$ cat src/smcfe_pkg.sv
package smcfe_pkg;
    localparam int SMCFE_ADDR_W = 14;
    localparam int SMCFE_ADDR_BYTES = 2;
    localparam logic [7:0] SMCFE_STATUS_RST = 8'h00;
    localparam int SMCFE_LATCH_FLAG_BIT = 1;
    localparam int SMCFE_BP0_BIT = 2;
    localparam int SMCFE_BP1_BIT = 3;
    localparam int SMCFE_WPEN_BIT = 7;
    localparam logic [7:0] SMCFE_STATUS_WMASK = 8'h8c;
    localparam int SMCFE_CLK_DIV = 12;

    typedef enum logic [7:0] {
        SMCFE_SET_LATCH_CMD = 8'h06,
        SMCFE_CLEAR_LATCH_CMD = 8'h04,
        SMCFE_STATUS_READ_CMD = 8'h05,
        SMCFE_STATUS_WRITE_CMD = 8'h01,
        SMCFE_MEMORY_READ_CMD = 8'h03,
        SMCFE_FAST_MEMORY_READ_CMD = 8'h0b,
        SMCFE_MEMORY_WRITE_CMD = 8'h02,
        SMCFE_SLEEP_CMD = 8'hb9,
        SMCFE_IDENTIFICATION_READ_CMD = 8'h9f
    } smcfe_opcode_type;

    typedef enum logic [2:0] {
        SMCFE_OPCODE = 3'b000,
        SMCFE_ADDR = 3'b001,
        SMCFE_DUMMY = 3'b010,
        SMCFE_DATA = 3'b011,
        SMCFE_IGNORE = 3'b100
    } smcfe_phase_type;
endpackage

$ cat src/smcfe_link_if.sv
`timescale 1ns/1ps
`default_nettype none
interface smcfe_link_if;
    logic serialClock;
    logic chipSelect_n;
    logic serialIn;
    logic serialOut;
    logic serialOutEn;
    wire serialOutWire;
    // Released line shows the inverse of its last bit
    assign serialOutWire = serialOutEn ? serialOut : ~serialOut;
    modport device (
        input serialClock, chipSelect_n, serialIn,
        output serialOut, serialOutEn
    );
    modport master (
        output serialClock, chipSelect_n, serialIn,
        input serialOut, serialOutEn, serialOutWire
    );
endinterface
`default_nettype wire

$ cat src/smcfe_device.sv
`timescale 1ns/1ps
`default_nettype none
// How it works
// - 14-bit address, top two bits dropped
// - Upper address bits from master are don't care
// - Sample on rising, drive on falling
// - Mode from clock level at select
// - Master idles clock per chosen mode
// - First byte after select is opcode
// - One opcode per select period
// - Deselected: input ignored, output off
// - Most significant bit first everywhere
// - Unknown opcode: ignore until reselect
// - Set 06h, clear 04h latch
// - Status read/write, read, fast read codes
// - Nine opcodes; two reserved codes (sleep, ID read)
// - Latch clear after reset
// - Set opcode sets the latch
// - Status flag shows latch, unwritable
// - Clear latch at deselect after writes
// - Clear command clears latch
// - Status writes finish inside the transfer; memory writes may leave the buffer after deselect
// - Eight-bit status register
// - Latch flag at status bit 1
// - Status read returns status byte
module smcfe_device
    import smcfe_pkg::*;
(
    input wire logic clk,
    input wire logic reset,
    smcfe_link_if.device link,
    input wire logic writeProtect_n,
    input wire logic [7:0] rdData,
    output logic rdReady,
    output logic wrValid,
    input wire logic wrReady,
    output logic [SMCFE_ADDR_W-1:0] wrAddr,
    output logic [7:0] wrData,
    output logic [SMCFE_ADDR_W-1:0] memAddr,
    output logic mode3,
    output logic [7:0] status,
    output logic overflow
);
    logic [1:0] sckSync_ff, csSync_ff, siSync_ff;
    logic sckPrev_ff, csPrev_ff;
    logic sck, csN, si, sckRise, sckFall, csFall, csRise;
    logic [7:0] shift_ff;
    logic [2:0] bitCnt_ff;
    logic byteDone;
    logic [7:0] rxByte;
    smcfe_phase_type phase_ff;
    logic [7:0] opcode_ff;
    logic addrIdx_ff;
    logic [SMCFE_ADDR_W-1:0] addr_ff;
    logic latch_ff;
    logic [7:0] statusCfg_ff;
    logic [7:0] txShift_ff;
    logic txActive_ff;
    logic soOut_ff, soEn_ff;
    logic mode3_ff, armed_ff;
    logic [7:0] bufData_ff [2];
    logic [SMCFE_ADDR_W-1:0] bufAddr_ff [2];
    logic [1:0] bufCnt_ff;
    logic bufWr_ff, bufRd_ff;
    logic ovf_ff;
    logic bufPush, bufPop;
    logic [7:0] statusView;

    always_ff @(posedge clk or posedge reset) begin
        if (reset) begin
            sckSync_ff <= 2'h0;
            csSync_ff <= 2'h3;
            siSync_ff <= 2'h0;
            sckPrev_ff <= 1'b0;
            csPrev_ff <= 1'b1;
        end else begin
            sckSync_ff <= {sckSync_ff[0], link.serialClock};
            csSync_ff <= {csSync_ff[0], link.chipSelect_n};
            siSync_ff <= {siSync_ff[0], link.serialIn};
            sckPrev_ff <= sckSync_ff[1];
            csPrev_ff <= csSync_ff[1];
        end
    end
    assign sck = sckSync_ff[1];
    assign csN = csSync_ff[1];
    assign si = siSync_ff[1];
    assign csFall = csPrev_ff & ~csN;
    assign csRise = ~csPrev_ff & csN;
    // Rising edge counts only once armed (mode 3 waits for a low phase)
    assign sckRise = ~csN & ~csFall & armed_ff & sck & ~sckPrev_ff;
    assign sckFall = ~csN & ~csFall & ~sck & sckPrev_ff;
    assign byteDone = sckRise && bitCnt_ff == 3'h7;
    assign rxByte = {shift_ff[6:0], si};

    // Mode detection
    always_ff @(posedge clk or posedge reset) begin
        if (reset) begin
            mode3_ff <= 1'b0;
            armed_ff <= 1'b0;
        end else if (csFall) begin
            mode3_ff <= sck;
            armed_ff <= ~sck;
        end else if (~csN && ~sck) begin
            armed_ff <= 1'b1;
        end else if (csN) begin
            armed_ff <= 1'b0;
        end
    end

    // Bit shifter
    always_ff @(posedge clk or posedge reset) begin
        if (reset) begin
            shift_ff <= 8'h00;
            bitCnt_ff <= 3'h0;
        end else if (csN || csFall) begin
            bitCnt_ff <= 3'h0;
        end else if (sckRise) begin
            shift_ff <= rxByte;
            bitCnt_ff <= bitCnt_ff + 3'h1;
        end
    end

    // Command sequencer
    always_ff @(posedge clk or posedge reset) begin
        if (reset) begin
            phase_ff <= SMCFE_OPCODE;
            opcode_ff <= 8'h00;
            addrIdx_ff <= 1'b0;
            addr_ff <= '0;
        end else if (csN || csFall) begin
            phase_ff <= SMCFE_OPCODE;
            addrIdx_ff <= 1'b0;
        end else if (byteDone) begin
            unique case (phase_ff)
                SMCFE_OPCODE: begin
                    opcode_ff <= rxByte;
                    unique case (rxByte)
                        SMCFE_MEMORY_READ_CMD, SMCFE_FAST_MEMORY_READ_CMD,
                        SMCFE_MEMORY_WRITE_CMD: phase_ff <= SMCFE_ADDR;
                        SMCFE_STATUS_READ_CMD, SMCFE_STATUS_WRITE_CMD:
                            phase_ff <= SMCFE_DATA;
                        SMCFE_SET_LATCH_CMD, SMCFE_CLEAR_LATCH_CMD,
                        SMCFE_SLEEP_CMD, SMCFE_IDENTIFICATION_READ_CMD:
                            phase_ff <= SMCFE_IGNORE;
                        default: phase_ff <= SMCFE_IGNORE;
                    endcase
                end
                SMCFE_ADDR: begin
                    addrIdx_ff <= 1'b1;
                    if (addrIdx_ff == 1'b0) begin
                        addr_ff[SMCFE_ADDR_W-1:8] <= rxByte[5:0];
                    end else begin
                        addr_ff[7:0] <= rxByte;
                        phase_ff <= opcode_ff == SMCFE_FAST_MEMORY_READ_CMD ?
                            SMCFE_DUMMY : SMCFE_DATA;
                    end
                end
                SMCFE_DUMMY: phase_ff <= SMCFE_DATA;
                SMCFE_DATA: begin
                    if (opcode_ff != SMCFE_STATUS_READ_CMD
                        && opcode_ff != SMCFE_STATUS_WRITE_CMD) begin
                        addr_ff <= addr_ff + 1'b1;
                    end
                end
                SMCFE_IGNORE: phase_ff <= SMCFE_IGNORE;
                default: phase_ff <= SMCFE_IGNORE;
            endcase
        end
    end

    // Write enable latch and status configuration
    always_ff @(posedge clk or posedge reset) begin
        if (reset) begin
            latch_ff <= 1'b0;
            statusCfg_ff <= SMCFE_STATUS_RST;
        end else begin
            if (byteDone && phase_ff == SMCFE_OPCODE
                && rxByte == SMCFE_SET_LATCH_CMD) begin
                latch_ff <= 1'b1;
            end else if (csRise && phase_ff != SMCFE_OPCODE
                && (opcode_ff == SMCFE_CLEAR_LATCH_CMD
                || opcode_ff == SMCFE_STATUS_WRITE_CMD
                || opcode_ff == SMCFE_MEMORY_WRITE_CMD)) begin
                latch_ff <= 1'b0;
            end
            if (byteDone && phase_ff == SMCFE_DATA
                && opcode_ff == SMCFE_STATUS_WRITE_CMD && latch_ff
                && !(statusCfg_ff[SMCFE_WPEN_BIT] && !writeProtect_n)) begin
                statusCfg_ff <= rxByte & SMCFE_STATUS_WMASK;
            end
        end
    end
    always_comb begin
        statusView = statusCfg_ff;
        statusView[SMCFE_LATCH_FLAG_BIT] = latch_ff;
    end

    // Two-entry write buffer
    assign bufPush = byteDone && phase_ff == SMCFE_DATA && latch_ff
        && opcode_ff == SMCFE_MEMORY_WRITE_CMD && bufCnt_ff != 2'h2;
    assign bufPop = wrValid && wrReady;
    always_ff @(posedge clk or posedge reset) begin
        if (reset) begin
            bufCnt_ff <= 2'h0;
            bufWr_ff <= 1'b0;
            bufRd_ff <= 1'b0;
            ovf_ff <= 1'b0;
            bufData_ff[0] <= 8'h00;
            bufData_ff[1] <= 8'h00;
            bufAddr_ff[0] <= '0;
            bufAddr_ff[1] <= '0;
        end else begin
            if (bufPush) begin
                bufData_ff[bufWr_ff] <= rxByte;
                bufAddr_ff[bufWr_ff] <= addr_ff;
                bufWr_ff <= ~bufWr_ff;
            end
            if (bufPop) begin
                bufRd_ff <= ~bufRd_ff;
            end
            bufCnt_ff <= bufCnt_ff + {1'b0, bufPush} - {1'b0, bufPop};
            if (byteDone && phase_ff == SMCFE_DATA && latch_ff
                && opcode_ff == SMCFE_MEMORY_WRITE_CMD
                && bufCnt_ff == 2'h2) begin
                ovf_ff <= 1'b1;
            end
        end
    end

    // Serial output, changed on falling edges only
    always_ff @(posedge clk or posedge reset) begin
        if (reset) begin
            txShift_ff <= 8'h00;
            txActive_ff <= 1'b0;
            soOut_ff <= 1'b0;
            soEn_ff <= 1'b0;
        end else if (csN) begin
            txActive_ff <= 1'b0;
            soEn_ff <= 1'b0;
        end else begin
            if (byteDone && ((phase_ff == SMCFE_OPCODE
                && rxByte == SMCFE_STATUS_READ_CMD)
                || (phase_ff == SMCFE_DATA
                && opcode_ff == SMCFE_STATUS_READ_CMD))) begin
                txShift_ff <= statusView;
                txActive_ff <= 1'b1;
            end else if (byteDone && (opcode_ff == SMCFE_MEMORY_READ_CMD
                || opcode_ff == SMCFE_FAST_MEMORY_READ_CMD)
                && ((phase_ff == SMCFE_ADDR && addrIdx_ff
                && opcode_ff == SMCFE_MEMORY_READ_CMD)
                || phase_ff == SMCFE_DUMMY || phase_ff == SMCFE_DATA)) begin
                txShift_ff <= rdData;
                txActive_ff <= 1'b1;
            end else if (sckFall && txActive_ff) begin
                soOut_ff <= txShift_ff[7];
                soEn_ff <= 1'b1;
                txShift_ff <= {txShift_ff[6:0], 1'b0};
            end
        end
    end

    always_ff @(posedge clk or posedge reset) begin
        if (reset) begin
            rdReady <= 1'b0;
            wrValid <= 1'b0;
            wrAddr <= '0;
            wrData <= 8'h00;
            memAddr <= '0;
            mode3 <= 1'b0;
            status <= SMCFE_STATUS_RST;
            overflow <= 1'b0;
        end else begin
            rdReady <= ~csN && (phase_ff == SMCFE_DATA
                || phase_ff == SMCFE_DUMMY);
            if (bufPop) begin
                wrValid <= 1'b0;
            end else if (bufCnt_ff != 2'h0 && !wrValid) begin
                wrValid <= 1'b1;
                wrAddr <= bufAddr_ff[bufRd_ff];
                wrData <= bufData_ff[bufRd_ff];
            end
            memAddr <= addr_ff;
            mode3 <= mode3_ff;
            status <= statusView;
            overflow <= ovf_ff;
        end
    end
    assign link.serialOut = soOut_ff;
    assign link.serialOutEn = soEn_ff;
endmodule // smcfe_device
`default_nettype wire

$ cat src/flat_wrapper.sv
// flat-port wrapper written by rule: the top's interface ports become plain ports
module smcfe_device_flat import smcfe_pkg::*;
  (clk, reset, writeProtect_n, rdData, rdReady, wrValid, wrReady, wrAddr, wrData, memAddr, mode3, status, overflow, link_serialClock, link_chipSelect_n, link_serialIn, link_serialOut, link_serialOutEn);
  smcfe_link_if link_i ();
  input wire logic clk;
  input wire logic reset;
  input wire logic writeProtect_n;
  input wire logic [7:0] rdData;
  output logic rdReady;
  output logic wrValid;
  input wire logic wrReady;
  output logic [SMCFE_ADDR_W-1:0] wrAddr;
  output logic [7:0] wrData;
  output logic [SMCFE_ADDR_W-1:0] memAddr;
  output logic mode3;
  output logic [7:0] status;
  output logic overflow;
  input wire logic [$bits(link_i.serialClock)-1:0] link_serialClock;
  input wire logic [$bits(link_i.chipSelect_n)-1:0] link_chipSelect_n;
  input wire logic [$bits(link_i.serialIn)-1:0] link_serialIn;
  output wire logic [$bits(link_i.serialOut)-1:0] link_serialOut;
  output wire logic [$bits(link_i.serialOutEn)-1:0] link_serialOutEn;
  assign link_i.serialClock = link_serialClock;
  assign link_i.chipSelect_n = link_chipSelect_n;
  assign link_i.serialIn = link_serialIn;
  assign link_serialOut = link_i.serialOut;
  assign link_serialOutEn = link_i.serialOutEn;
  smcfe_device u_core (.clk(clk), .reset(reset), .link(link_i), .writeProtect_n(writeProtect_n), .rdData(rdData), .rdReady(rdReady), .wrValid(wrValid), .wrReady(wrReady), .wrAddr(wrAddr), .wrData(wrData), .memAddr(memAddr), .mode3(mode3), .status(status), .overflow(overflow));
endmodule
$ cat config.mk
export PLATFORM = sky130hd
export DESIGN_NAME = smcfe_device_flat
export DESIGN_NICKNAME = d
export VERILOG_FILES = /design/src/smcfe_pkg.sv /design/src/smcfe_link_if.sv /design/src/smcfe_device.sv /design/src/flat_wrapper.sv
export SDC_FILE = /design/constraint.sdc
export NUM_CORES = 1
export LEC_CHECK = 0
export BUFFER_PORTS_ARGS = -buffer_cell sky130_fd_sc_hd__buf_2
export CORE_MARGIN = 2
export CORE_UTILIZATION = 45
export DETAILED_ROUTE_END_ITERATION = 8
export PLACE_DENSITY = 0.68
export REMOVE_ABC_BUFFERS = 1
export SYNTH_ARGS = -nofsm -noshare
export SYNTH_HDL_FRONTEND = slang
export SYNTH_SLANG_ARGS = --single-unit
$ cat constraint.sdc
create_clock -name clk -period 5.78 [get_ports clk]
set_input_delay 1.156 -clock clk [delete_from_list [all_inputs] [get_ports clk]]
set_output_delay 1.156 -clock clk [all_outputs]
set_load 0.02 [all_outputs]
==> results.md, run 1 <==
- The run finished with clean final reports.
- The H-tree generated during clock tree synthesis spans 4 levels.
- The fraction of final layout cells with drive strength greater than 1 is 0.281.
- After global routing the overflow that remains totals 0.
- The combinational power share is 0.105.
- The repair_antennas step left the layout with diodes totalling 0.
- The clock passes through at most 2 buffers.
- The post-synthesis cell count is between 500 and 600.
- After filler insertion, the fill cell instance count of the layout stands at 1248.
- The floorplan has 44 rows.
- The total count of hold-check failures in the final report is 0.
- The Yosys step of the flow raised 0 warnings.
- The total of max-cap violations is 0.
- Once layout is complete, the cells apart from fillers number a little under 800.
- Of the total power, registers draw 0.477.
- The startpoint kind of the worst setup timing path is a register.
- The placement-stage worst setup slack is just over 3 ns.
- The post-CTS resize count is 0.
- The area of the die is approximately 16000 sq um.
- Averaged over all synthesized cells, the footprint is approximately 13 sq um.
- Counting tap cells, the placed design contains a total of between 700 and 800 instances.
- The share of async-settable or async-resettable flops after synthesis is 1.00.
- Along the worst path, the maximum fanout reaches 13.
- The hold slack is between 0.3 and 0.4 ns.
- The initial antenna violation count was 0.
- The detailed router finished its first iteration with roughly 210 violations.
- In this run the standard cell core region covers 14600 sq um.
- The final number of setup-violating endpoints is 0.
- Pin placement for this block handled 65 I/O pins.
- Sorting the synthesized cells by area gives the leading types as sky130_fd_sc_hd__dfrtp_1 (56%), sky130_fd_sc_hd__mux2_4 (8.9%), sky130_fd_sc_hd__mux2i_1 (4.0%), sky130_fd_sc_hd__mux2_1 (3.0%), sky130_fd_sc_hd__o21ai_0 (2.8%).
- The number of enable flip-flop cells after synthesis is 0.
- The class of the most critical hold timing path is register to register.
- Summed over all cells, the static leakage comes to 3.89 nW.
- At the pin with the least slew margin, the transition time is 0.929 ns.
- The share of total power dissipated in the clock network is 0.418.
- The area growth from synthesis to layout is 13.9%.
- The largest area contributor in the netlist is sky130_fd_sc_hd__dfrtp_1.
- On the final layout, the worst clock skew is roughly 0.013 ns.
- The critical path data arrival time is ~3.0 ns.
- After the last flow step, the layout net total stands at slightly above 600.
- The worst path setup slack after routing is 3.10 ns.
- The placed wire-length estimate after detailed placement is around 8600 microns.
- The global-route wire length before repair is between 20000 and 25000 microns.
- At the end of routability-driven placement, the weighted congestion stood at 0.834.
- Power spread over the standard cell area amounts to approximately 310 nW/um^2.
- Synthesis inferred between 150 and 200 register bits.
- TritonCTS built the clock tree.
- The post-synthesis instance area is slightly below 7000 sq um.
- The worst setup path is of the register to register kind.
- The die is roughly 130 microns wide.
- Entering global routing, the biggest net connects ~100 pins.
- The routed wire length is 12800 microns.
- Summing over every cut layer, the via total after detailed routing is 4137.
- The master cell of the clock root buffer is sky130_fd_sc_hd__clkbuf_16.
- The via count of the first global-routing pass is between 4k and 5k.
- The clock period minus worst slack is ~2.7 ns.
- The power dissipated by switching net loads is about 0.00064 W.
- Of the post-synthesis cell area, the dominant cell type holds 0.562.
- The data required time of the critical path is 6.09 ns.
- In the routed design, unresolved DRC markers number 0.
- The number of pins exceeding their max-slew limit in the final report was 0.
- The count of buffers inserted at the top-level ports is 60.
- The top achievable clock speed is 373 MHz.
- The initial utilization of the core area, before any placement, comes to 0.461.
- The internal power of the cells totals between 0.0015 and 0.002 W.
- Post-CTS timing repair inserted 0 buffers for setup.
- The per-cell via count in the routed design is 5.27.
- VDD sags by at most approximately 0.0003 V.
- The post-route antenna net violation count is 0.
- Buffers inserted during clock tree synthesis total 17.
- The total negative slack is 0 ns.
- The number of different library cells used by synthesis comes to 63.
- The per-cell routed wire length is 16.4 microns.
- Clock-pin slew was measured on the worst setup and hold paths at ~0.060 ns.
- Of the total power, the share spent switching nets is 0.268.
- Setup repair after global routing left no endpoint under its margin.
- The core occupancy in the finished layout is 0.525.
- The count of hold-fix buffers inserted at cts is 0.
- The clock latency at the later pin of the worst-skew pair is about 0.43 ns.
- CTS saw between 150 and 200 sinks.
- The die height is about 130 microns.
- The part of the cycle the worst path needs is 0.464.
- For this run, the register share of the synthesized area comes to 0.573.
- STA classifies the critical path endpoint as a register.
- For this run, the total global-route usage over all layers was measured as 0.174.
- In this run the tightest slew margin relative to its limit is 0.377.
- The predominant post-synthesis flop cell is sky130_fd_sc_hd__dfrtp_1.
- The number of iterations in the first detailed-routing pass is 4.
[through the flow]
step	area, sq um	power, W
5_1_grt	7660	0.00248
3_3_place_gp	7130	0.00139
3_5_place_dp	7130	0.00140
2_1_floorplan	6560	0.00132
6_report	7660	0.00237
4_1_cts	7660	0.00241
[power by group through the flow]
| stage | Sequential, W | Combinational, W | Clock (W) |
|---|---|---|---|
| 6_report | 0.00113 | 0.000250 | 0.000993 |
| 3_5_place_dp | 0.00115 | 0.000253 | 0 |
| 2_1_floorplan | 0.00117 | 0.000146 | 0 |
| 5_1_grt | 0.00114 | 0.000277 | 0.00107 |
| 3_3_place_gp | 0.00115 | 0.000245 | 0 |
| 4_1_cts | 0.00113 | 0.000254 | 0.00102 |
[layer usage]
metal / global-route usage / wire length, microns / vias up
met5: 0 / 0 / -
met2: 0.267 / 5920 / 100
met4: 0.105 / 495 / 0
met3: 0.0455 / 530 / 28
li1: - / - / 1994
met1: 0.222 / 5900 / 2015
[critical path: stages (launching register included)]
cell and delay, ns:
sky130_fd_sc_hd__dfrtp_1 0.36, sky130_fd_sc_hd__ha_1 0.15, sky130_fd_sc_hd__ha_1 0.14, sky130_fd_sc_hd__nor3b_2 0.35, sky130_fd_sc_hd__nand2_2 0.17, sky130_fd_sc_hd__nor4_4 0.72, sky130_fd_sc_hd__mux2_1 0.38, sky130_fd_sc_hd__mux2_1 0.29
[area by class of cell]
| class | instances | area, sq um | share of cell area |
|---|---|---|---|
| clock inverter | 13 | 98.8 | 0.0129 |
| timing repair buffer | 64 | 330 | 0.0431 |
| inverter | 10 | 42.5 | 0.00555 |
| multi-input combinational | 341 | 2670 | 0.349 |
| sequential | 154 | 3860 | 0.503 |
| clock buffer | 19 | 433 | 0.0565 |
| tap | 184 | 230 | 0.0300 |
[registers in the layout (all words and copies together), names as in the netlist, 2 cells and up]
register / cells
u_core.bufAddr_ff: 28
u_core.bufData_ff: 16
u_core.addr_ff: 14
u_core.memAddr: 14
u_core.wrAddr: 14
u_core.opcode_ff: 8
u_core.txShift_ff: 8
u_core.wrData: 8
u_core.shift_ff: 7
u_core.status: 4
u_core.bitCnt_ff: 3
u_core.phase_ff: 3
u_core.statusCfg_ff: 3
u_core.bufCnt_ff: 2
u_core.csSync_ff: 2
u_core.sckSync_ff: 2
u_core.siSync_ff: 2
[placed cells by master (no fill, tap or decap), types with 9 or more instances in the layout]
master,n
sky130_fd_sc_hd__nand2_1,48
sky130_fd_sc_hd__mux2_2,13
sky130_fd_sc_hd__mux2i_1,27
sky130_fd_sc_hd__inv_1,9
sky130_fd_sc_hd__nor2_1,20
sky130_fd_sc_hd__a21oi_1,25
sky130_fd_sc_hd__clkbuf_16,17
sky130_fd_sc_hd__buf_2,60
sky130_fd_sc_hd__mux2_4,40
sky130_fd_sc_hd__mux2_1,18
sky130_fd_sc_hd__dfrtp_1,151
sky130_fd_sc_hd__o21ai_0,37
sky130_fd_sc_hd__nand3_1,10
[Yosys cell counts (all sizes together) (4+ instances only)]
| cell type | instances |
|---|---|
| dfrtp | 151 |
| mux2 | 71 |
| nand2 | 50 |
| o21ai | 40 |
| mux2i | 27 |
| a21oi | 25 |
| nor2 | 20 |
| buf | 16 |
| clkbuf | 15 |
| inv | 10 |
| nand3 | 10 |
| nand2b | 8 |
| nor3 | 8 |
| nor4 | 8 |
| a22o | 7 |
| o22ai | 6 |
| ha | 4 |
| nand3b | 4 |
| nor2b | 4 |
| xnor2 | 4 |
[cell families (layout without fill, tap and decap cells)]
logic type	count (synthesis)	after routing	synth area share
multiplexers	98	98	0.181
adder cells (fa/ha/maj)	4	4	0.00744
flip-flops	154	154	0.573
XOR/XNOR	7	7	0.00911
AND/OR/NAND/NOR	131	131	0.110
other	1	4	0.000557
AO/OA/AOI/OAI	97	97	0.0867
buffers and inverters	41	106	0.0318
[final timing paths]
| check | from | endpoint | slack (ns) | cells past startpoint |
|---|---|---|---|---|
| max in group asynchronous | reset | u_core.wrAddr[3] | 3.62 | 3 |
| worst max-delay path | u_core.bitCnt_ff[0] | u_core.txShift_ff[1] | 3.10 | 7 |
| worst max register to register | u_core.bitCnt_ff[0] | u_core.txShift_ff[1] | 3.10 | 7 |
| min in group asynchronous | reset | u_core.bitCnt_ff[0] | 0.90 | 2 |
| worst min-delay path | u_core.csSync_ff[0] | u_core.csSync_ff[1] | 0.36 | 0 |
| worst min register to register | u_core.csSync_ff[0] | u_core.csSync_ff[1] | 0.36 | 0 |
(Power assumes the default switching activity.)
==> run 2, diff against run 1 <==
ABC_AREA = 1   (was default)
PLACE_DENSITY = 0.71   (was 0.68)
clock period = 2.4 ns   (was 5.78 ns; I/O delays follow)
==> run 2 against run 1 <==
Compared with the run above: critical path depth rose by 2; fmax rose by 29%; critical path type unchanged; first-iteration DRC count rose by 88%; sequential share of layout area fell by 0.97 points; highest routed layer unchanged; non-clock buffer count rose by 9; sequential power rose to 2.6 times the previous value; total power rose to 2.9 times the previous value; worst hold slack got worse by 0.26 ns; critical endpoint is now u_core.bufAddr_ff[2]; wire length rose by 6.1%; die area barely moved; register-to-register slack got worse by 2.8 ns.
==> results.md, run 2 <==
- The register name with the most flops is u_core.bufAddr_ff (unchanged).
- The global-route wire length before repair is 23400 microns (was 21800 microns).
- The clock slew seen by the registers of the worst setup and hold paths is 0.06 ns (about the same).
- The depth of the CTS H-tree is 4 (unchanged).
- The predominant post-synthesis flop cell is sky130_fd_sc_hd__dfrtp_1 (unchanged).
- The post-route antenna net violation count was 0 (unchanged).
- The number of fillers in the final layout is 1314 (was 1248).
- The number of flip-flops under the largest register name came to 28 (unchanged).
- The placeable core region is 14600 sq um (unchanged).
- The number of synthesized register bits is 154 (unchanged).
- The global placer's final weighted congestion came to 0.858 (was 0.834).
- The placement-stage worst setup slack is 0.369 ns (was 3.07 ns).
- The count of hold-fix buffers inserted at cts is 0 (unchanged).
- The number of design-rule violations left by the first detailed-router iteration came to 387 (was 206).
- The per-cell routed wire length was 13.4 microns (was 16.4 microns).
- The area of the die is 15900 sq um (about the same).
- Registers with the most flip-flops: u_core.bufAddr_ff: 28 flops, u_core.bufData_ff: 16 flops (unchanged).
- The number of iterations in the first detailed-routing pass came to 5 (was 4).
- The initial core utilization is 0.461 (about the same).
- The DRC violations left came to 0 (unchanged).
- The portion of total power attributed to the clock network came to 0.381 (was 0.418).
- The top-area cell type share of the netlist area is 0.562 (about the same).
- The internal power consumption is 0.00485 W (was 0.00174 W).
- The TritonCTS clock tree is built (unchanged).
- The combinational power share came to 0.191 (was 0.105).
- The final layout net count is 835 (was 607).
- The flop-to-flop setup slack is 0.32 ns (was 3.10 ns).
- The per-cell via count in the routed design is 5.07 (was 5.27).
- Dominant cells by area after synthesis: sky130_fd_sc_hd__dfrtp_1 (56%), sky130_fd_sc_hd__nand2_1 (11%), sky130_fd_sc_hd__nand3_1 (4.5%), sky130_fd_sc_hd__inv_1 (4.1%), sky130_fd_sc_hd__nor2_1 (3.8%) (was sky130_fd_sc_hd__dfrtp_1 (56%), sky130_fd_sc_hd__mux2_4 (8.9%), sky130_fd_sc_hd__mux2i_1 (4.0%), sky130_fd_sc_hd__mux2_1 (3.0%), sky130_fd_sc_hd__o21ai_0 (2.8%)).
- The total via count in the routed design was 5135 (was 4137).
- The post-synthesis instance area is 6720 sq um (was 6730 sq um).
- The clock tree skew after final layout came to 0.0112 ns (was 0.0131 ns).
- The diode insertion count for antenna repair is 0 (unchanged).
- The total of max-cap violations is 0 (unchanged).
- The power dissipated by switching net loads came to 0.00213 W (was 0.000636 W).
- The power per unit of standard cell area is 893 nW/um^2 (was 310 nW/um^2).
- The total instance count after detailed placement is 981 (was 753).
- The final non-filler cell total is 1013 (was 785).
- The element type at the critical path end is a register (unchanged).
- The leakage power summed over all cells is 3.85 nW (was 3.89 nW).
- The width of the chip is 126 microns (about the same).
- The clock latency at the later pin of the worst-skew pair is 0.42 ns (was 0.43 ns).
- The via count of the first global-routing pass is 4934 (was 4367).
- The category of the most critical setup path is register to register (unchanged).
- The number of ports placed on the die boundary is 65 (unchanged).
- The synthesis warning total came to 0 (unchanged).
- Result of the run: finished, final reports clean (unchanged).
- The maximum fanout along the worst path came to 45 (was 13).
- The sequential area share after synthesis is 0.574 (was 0.573).
- The overall fraction of global-route tracks in use is 0.183 (was 0.174).
- Post-synth top cells: sky130_fd_sc_hd__nand2_1 (199), sky130_fd_sc_hd__dfrtp_1 (151), sky130_fd_sc_hd__inv_1 (74) (was sky130_fd_sc_hd__dfrtp_1 (151), sky130_fd_sc_hd__nand2_1 (48), sky130_fd_sc_hd__mux2_4 (40)).
- The total count of hold-check failures in the final report is 0 (unchanged).
- The class of the most critical hold timing path is primary input to async pin (was register to register).
- The total clock sinks is 154 (unchanged).
- The maximum root-to-sink buffer count is 2 (unchanged).
- The count of unique library cells instantiated by Yosys was 39 (was 63).
- The switching share of total power is 0.305 (was 0.268).
- The site row count is 44 (unchanged).
- The largest area contributor in the netlist is sky130_fd_sc_hd__dfrtp_1 (unchanged).
- The die height is 126 microns (about the same).
- The maximum cell stage delay along the critical path came to 0.40 ns (was 0.72 ns).
- The maximum ir drop on the vdd rail is 0.000518 V (was 0.000301 V).
- The part of the cycle the worst path needs is 0.866 (was 0.464).
- The number of enable flip-flop cells after synthesis is 0 (unchanged).
- The final number of setup-violating endpoints is 0 (unchanged).
- The number of setup buffers added after CTS is 0 (unchanged).
- The fraction of final layout cells with drive strength greater than 1 is 0.177 (was 0.281).
- The number of pins exceeding their max-slew limit in the final report is 0 (unchanged).
- The top achievable clock speed is 481 MHz (was 373 MHz).
- The slowest cell on the critical path is sky130_fd_sc_hd__dfstp_2 (was sky130_fd_sc_hd__nor4_4).
- The placed wire-length estimate after detailed placement is 9290 microns (was 8610 microns).
- The post-CTS resize count is 0 (unchanged).
- The area growth from synthesis to layout was 16.2% (was 13.9%).
- The initial antenna violation count was 0 (unchanged).
- The count of buffers inserted at the top-level ports is 60 (unchanged).
- The startpoint kind of the worst setup timing path is a register (unchanged).
- The maximum number of pins on one net before global-route repair came to 55 (was 101).
- The worst path setup slack after routing is 0.323 ns (was 3.10 ns).
- The leading cell type in the layout, fill and taps excluded is sky130_fd_sc_hd__nand2_1 (was sky130_fd_sc_hd__dfrtp_1).
- The master cell of the clock root buffer is sky130_fd_sc_hd__clkbuf_16 (unchanged).
- CP Cell Sequence: nor2_4 -> nand3_2 -> inv_2 -> nand2_2 -> nor3_4 -> nand4_4 -> buf_4 -> nand2_1 -> o21ai_2 (was ha_1 -> ha_1 -> nor3b_2 -> nand2_2 -> nor4_4 -> mux2_1 -> mux2_1).
- The most frequent cell after synthesis is sky130_fd_sc_hd__nand2_1 (was sky130_fd_sc_hd__dfrtp_1).
- The critical path data arrival time is 2.37 ns (was 2.99 ns).
- The data required time of the critical path is 2.69 ns (was 6.09 ns).
- The share of async-settable or async-resettable flops after synthesis is 1.00 (unchanged).
- The post-synthesis cell count was 748 (was 533).
- The routed wire length is 13600 microns (was 12800 microns).
- The aggregate global routing overflow was 0 (unchanged).
- Most frequent cells in the layout: sky130_fd_sc_hd__nand2_1 (199), sky130_fd_sc_hd__dfrtp_1 (151), sky130_fd_sc_hd__inv_1 (73) (was sky130_fd_sc_hd__dfrtp_1 (151), sky130_fd_sc_hd__buf_2 (60), sky130_fd_sc_hd__nand2_1 (48)).
- The headroom to the max-slew limit is 0.611 (was 0.377).
- The clock period minus worst slack was 2.08 ns (was 2.68 ns).
- The fraction of power consumed by sequential logic is 0.427 (was 0.477).
- Unrepaired setup endpoints after global routing: no (unchanged).
- The average cell area after synthesis was 8.99 sq um (was 12.6 sq um).
- The number of buffers created by CTS came to 17 (unchanged).
- The transition time at the pin with the least slew margin is 0.584 ns (was 0.929 ns).
[run 2: changes by cell type in the layout (fill, tap and decap cells not counted), sizes merged, moves of 8 or more]
cell	delta
nand2b	-8
mux2i	-27
a21oi	-15
nand2	+151
o21ai	+39
nand3	+52
a31oi	+20
inv	+68
nor2	+50
buf	+9
mux2	-70
[run 2: logic make-up after synthesis]
family,Yosys count,share of synthesized area
AND/OR/NAND/NOR,356,0.228
flip-flops,154,0.574
AO/OA/AOI/OAI,124,0.114
multiplexers,1,0.00167
adder cells (fa/ha/maj),4,0.00744
XOR/XNOR,5,0.00651
other,1,0.000558
buffers and inverters,103,0.0683
[run 2: stage by stage]
step                total power (W)  TNS [ns]   util  cell area (sq um)  hold slack (ns)
floorplan                   0.00392   -340.67      -               6560            0.331
global placement            0.00438         0  0.496               7230            0.335
detailed placement          0.00439         0  0.496               7230            0.335
CTS                         0.00705         0  0.536               7810            0.114
global route                0.00731         0  0.536               7810            0.139
finish                      0.00698         0  0.536               7810           0.0960
[run 2: final cells by class]
| class | count | area, sq um | area share |
|---|---|---|---|
| inverters | 76 | 290 | 0.0371 |
| clock buffers | 19 | 443 | 0.0567 |
| flip-flops and latches | 154 | 3860 | 0.494 |
| well taps | 184 | 230 | 0.0295 |
| multi-input cells | 494 | 2430 | 0.311 |
| repair buffers | 73 | 423 | 0.0541 |
| clock inverters | 13 | 141 | 0.0181 |
[run 2: layer usage]
metal | up-vias | part of all wire | global-route usage
li1 | 2570 | - | -
met1 | 2453 | 0.47 | 0.242
met2 | 94 | 0.47 | 0.293
met3 | 18 | 0.036 | 0.0382
met4 | 0 | 0.015 | 0.0827
met5 | - | 0 | 0
[run 2: path summary, 6_finish.rpt]
kind / startpoint / to / depth (start not counted)
worst max-delay path: u_core.csPrev_ff / u_core.bufAddr_ff[2] / 9
max in group asynchronous: reset / u_core.wrAddr[5] / 3
worst min register to register: u_core.siSync_ff[0] / u_core.siSync_ff[1] / 0
worst min-delay path: reset / u_core.siSync_ff[0] / 2
min in group clk: link_chipSelect_n / u_core.csSync_ff[0] / 1
worst max register to register: u_core.csPrev_ff / u_core.bufAddr_ff[2] / 9
[run 2: critical path, delay by kind of cell (launching register included)]
family	cells	cell delay, ns
buf+inv	2	0.42
compound gates	1	0.06
flops	1	0.40
simple gates	6	1.02
[run 2: power by group through the flow]
stage	combinational, W	sequential (W)	clock (W)
after CTS	0.00136	0.00299	0.00270
after global routing	0.00148	0.00302	0.00282
after detailed placement	0.00136	0.00304	0
after global placement	0.00135	0.00303	0
final	0.00133	0.00298	0.00266
after floorplan	0.000616	0.00330	0
==> run 3, diff against run 2 <==
CTS_BUF_LIST = sky130_fd_sc_hd__clkbuf_2   (was default)
==> run 3 against run 2 <==
Compared with the run above: sequential cell count did not move; critical path depth did not move; die area did not move; combinational power barely moved; fmax rose by 0.30%; worst setup slack improved by 0.0063 ns; wire length fell by 2.3%; cell area fell by 3.7%; register-to-register slack barely moved; first-iteration DRC count rose by 8.8%; critical path type unchanged.
==> results.md, run 3 (same netlist as run 2, synthesis figures left out) <==
- The register name with the most flops is u_core.bufAddr_ff (unchanged).
- The startpoint kind of the worst setup timing path was a register (unchanged).
- The buffering stage count on the worst path with inverters included is 2 (unchanged).
- The number of ports placed on the die boundary was 65 (unchanged).
- The element type at the critical path end is a register (unchanged).
- The DRC violations left is 0 (unchanged).
- The count of hold-fix buffers inserted at cts is 6 (was 0).
- The placeable core region is 14600 sq um (unchanged).
- Registers with the most flip-flops: u_core.bufAddr_ff: 28 flops, u_core.bufData_ff: 16 flops (unchanged).
- The overall fraction of global-route tracks in use is 0.181 (was 0.183).
- The TritonCTS clock tree was built (unchanged).
- The path length in cells of the critical path was 9 (unchanged).
- The startpoint of the most critical register-to-register path is u_core.csPrev_ff (unchanged).
- The launching element of the worst setup path is u_core.csPrev_ff (unchanged).
- The critical path data arrival time was 2.71 ns (was 2.37 ns).
- The hold slack is 0.0945 ns (was 0.0960 ns).
- The multi-input logic area is 2430 sq um (unchanged).
- The width of the chip is 126 microns (unchanged).
- The via count of the first global-routing pass is 4856 (was 4934).
- The site row count is 44 (unchanged).
- The total negative slack is 0 ns (unchanged).
- The end point of the critical path is u_core.bufAddr_ff[2] (unchanged).
- The slowest cell on the critical path is sky130_fd_sc_hd__dfstp_2 (unchanged).
- The global-route wire length before repair is 23200 microns (was 23400 microns).
- The total of max-cap violations is 0 (unchanged).
- The number of iterations in the first detailed-routing pass was 5 (unchanged).
- The number of flip-flops under the largest register name came to 28 (unchanged).
- The total via count in the routed design is 5117 (was 5135).
- The diode insertion count for antenna repair is 0 (unchanged).
- The number of pins exceeding their max-slew limit in the final report is 0 (unchanged).
- The initial antenna violation count is 0 (unchanged).
- The total clock sinks is 154 (unchanged).
- The number of design-rule violations left by the first detailed-router iteration is 421 (was 387).
- The depth of the worst register-to-register path came to 9 (unchanged).
- Most frequent cells in the layout: sky130_fd_sc_hd__nand2_1 (199), sky130_fd_sc_hd__dfrtp_1 (151), sky130_fd_sc_hd__inv_1 (73) (unchanged).
- The leading cell type in the layout, fill and taps excluded is sky130_fd_sc_hd__nand2_1 (unchanged).
- The initial core utilization is 0.461 (unchanged).
- The depth of the CTS H-tree is 4 (unchanged).
- The leakage power summed over all cells came to 3.73 nW (was 3.85 nW).
- The fraction of final layout cells with drive strength greater than 1 is 0.176 (was 0.177).
- The aggregate global routing overflow is 0 (unchanged).
- The clock tree skew after final layout was 0.0446 ns (was 0.0112 ns).
- The part of the cycle the worst path needs was 0.863 (was 0.866).
- The category of the most critical setup path is register to register (unchanged).
- The area of the die was 15900 sq um (unchanged).
- The maximum cell stage delay along the critical path is 0.45 ns (was 0.40 ns).
- The number of fillers in the final layout came to 1355 (was 1314).
- The area growth from synthesis to layout came to 11.9% (was 16.2%).
- The maximum fanout along the worst path came to 45 (unchanged).
- The final layout net count is 841 (was 835).
- The final number of setup-violating endpoints is 0 (unchanged).
- The per-cell via count in the routed design is 5.02 (was 5.07).
- Result of the run: finished, final reports clean (unchanged).
- The post-route antenna net violation count is 0 (unchanged).
- The power per unit of standard cell area is 767 nW/um^2 (was 893 nW/um^2).
- The class of the most critical hold timing path is primary input to register (was primary input to async pin).
- The master cell of the clock root buffer is sky130_fd_sc_hd__clkbuf_2 (was sky130_fd_sc_hd__clkbuf_16).
- The headroom to the max-slew limit is 0.614 (was 0.611).
- The clock latency at the later pin of the worst-skew pair came to 0.74 ns (was 0.42 ns).
- The number of setup buffers added after CTS is 0 (unchanged).
- The post-CTS resize count is 0 (unchanged).
- The per-cell routed wire length is 13.1 microns (was 13.4 microns).
- The placed wire-length estimate after detailed placement came to 9290 microns (unchanged).
- The maximum ir drop on the vdd rail is 0.000492 V (was 0.000518 V).
- The endpoint of the lowest-slack register-to-register path is u_core.bufAddr_ff[2] (unchanged).
- The total count of hold-check failures in the final report came to 0 (unchanged).
- The transition time at the pin with the least slew margin is 0.579 ns (was 0.584 ns).
- The global placer's final weighted congestion was 0.858 (unchanged).
- The die height is 126 microns (unchanged).
- The top achievable clock speed is 483 MHz (was 481 MHz).
- The routed wire length is 13300 microns (was 13600 microns).
- The clock period minus worst slack was 2.07 ns (was 2.08 ns).
- The number of buffers created by CTS came to 17 (unchanged).
- The maximum root-to-sink buffer count is 2 (unchanged).
- The maximum number of pins on one net before global-route repair is 55 (unchanged).
- The flop-to-flop setup slack is 0.33 ns (was 0.32 ns).
- The clock slew seen by the registers of the worst setup and hold paths came to 0.23 ns (was 0.06 ns).
- CP Cell Sequence: nor2_4 -> nand3_2 -> inv_2 -> nand2_2 -> nor3_4 -> nand4_4 -> buf_4 -> nand2_1 -> o21ai_2 (unchanged).
- The core occupancy in the finished layout came to 0.516 (was 0.536).
- The count of buffers inserted at the top-level ports came to 60 (unchanged).
- Unrepaired setup endpoints after global routing: no (unchanged).
- The data required time of the critical path is 3.03 ns (was 2.69 ns).
- The register area is 3860 sq um (unchanged).
- The cell family contributing the most delay on the critical path is simple AND/OR/NAND/NOR gates (unchanged).
run 3: changes by cell type in the layout (fill, tap and decap cells not counted), sizes merged:
cell / delta
dlygate4sd3: +6
clkbuf: -1
clkinv: +1
run 3: power by group:
group / internal, W / switching, W / leakage, nW
clock network: 0.000489 / 0.000955 / 0.144
logic: 0.000436 / 0.000908 / 1.57
registers: 0.00285 / 0.000130 / 2.02
run 3: final cells by class:
class                      instances  share of cell area
sequential                       154               0.513
multi-input combinational        494               0.323
timing repair buffer              79              0.0642
inverter                          76              0.0386
tap                              184              0.0306
clock inverter                    14              0.0193
clock buffer                      18              0.0120
run 3: worst reg2reg max path: cells and delay by family, from the launching register on:
kind                   cells  cell delay, ns
AO/OA/AOI/OAI              1            0.06
buffers and inverters      2            0.42
flip-flops                 1            0.45
AND/OR/NAND/NOR            6            1.05
run 3: stage by stage:
step	instances	setup slack, ns	total power (W)	cell area (sq um)
finish	1019	0.329	0.00577	7520
global route	1019	0.199	0.00609	7520
CTS	1019	0.335	0.00584	7520
detailed placement	981	0.369	0.00439	7230
global placement	981	0.425	0.00438	7230
floorplan	724	-2.22	0.00392	6560
run 3: routing by layer:
layer  GRT usage  share of wire  vias up
met5           0              0        -
met4      0.0666          0.018        0
met3      0.0446          0.041       22
met2       0.287           0.46       97
met1       0.242           0.49     2403
li1            -              -     2595
run 3: worst min path at each step:
stage	start	slack, ns	to	depth (start not counted)
finish	rdData[3]	0.09	u_core.txShift_ff[3]	5
global route	rdData[5]	0.07	u_core.txShift_ff[5]	5
CTS	rdData[5]	0.03	u_core.txShift_ff[5]	5
detailed placement	u_core.siSync_ff[0]	0.33	u_core.siSync_ff[1]	0
global placement	u_core.siSync_ff[0]	0.33	u_core.siSync_ff[1]	0
floorplan	u_core.sckSync_ff[0]	0.33	u_core.sckSync_ff[1]	0
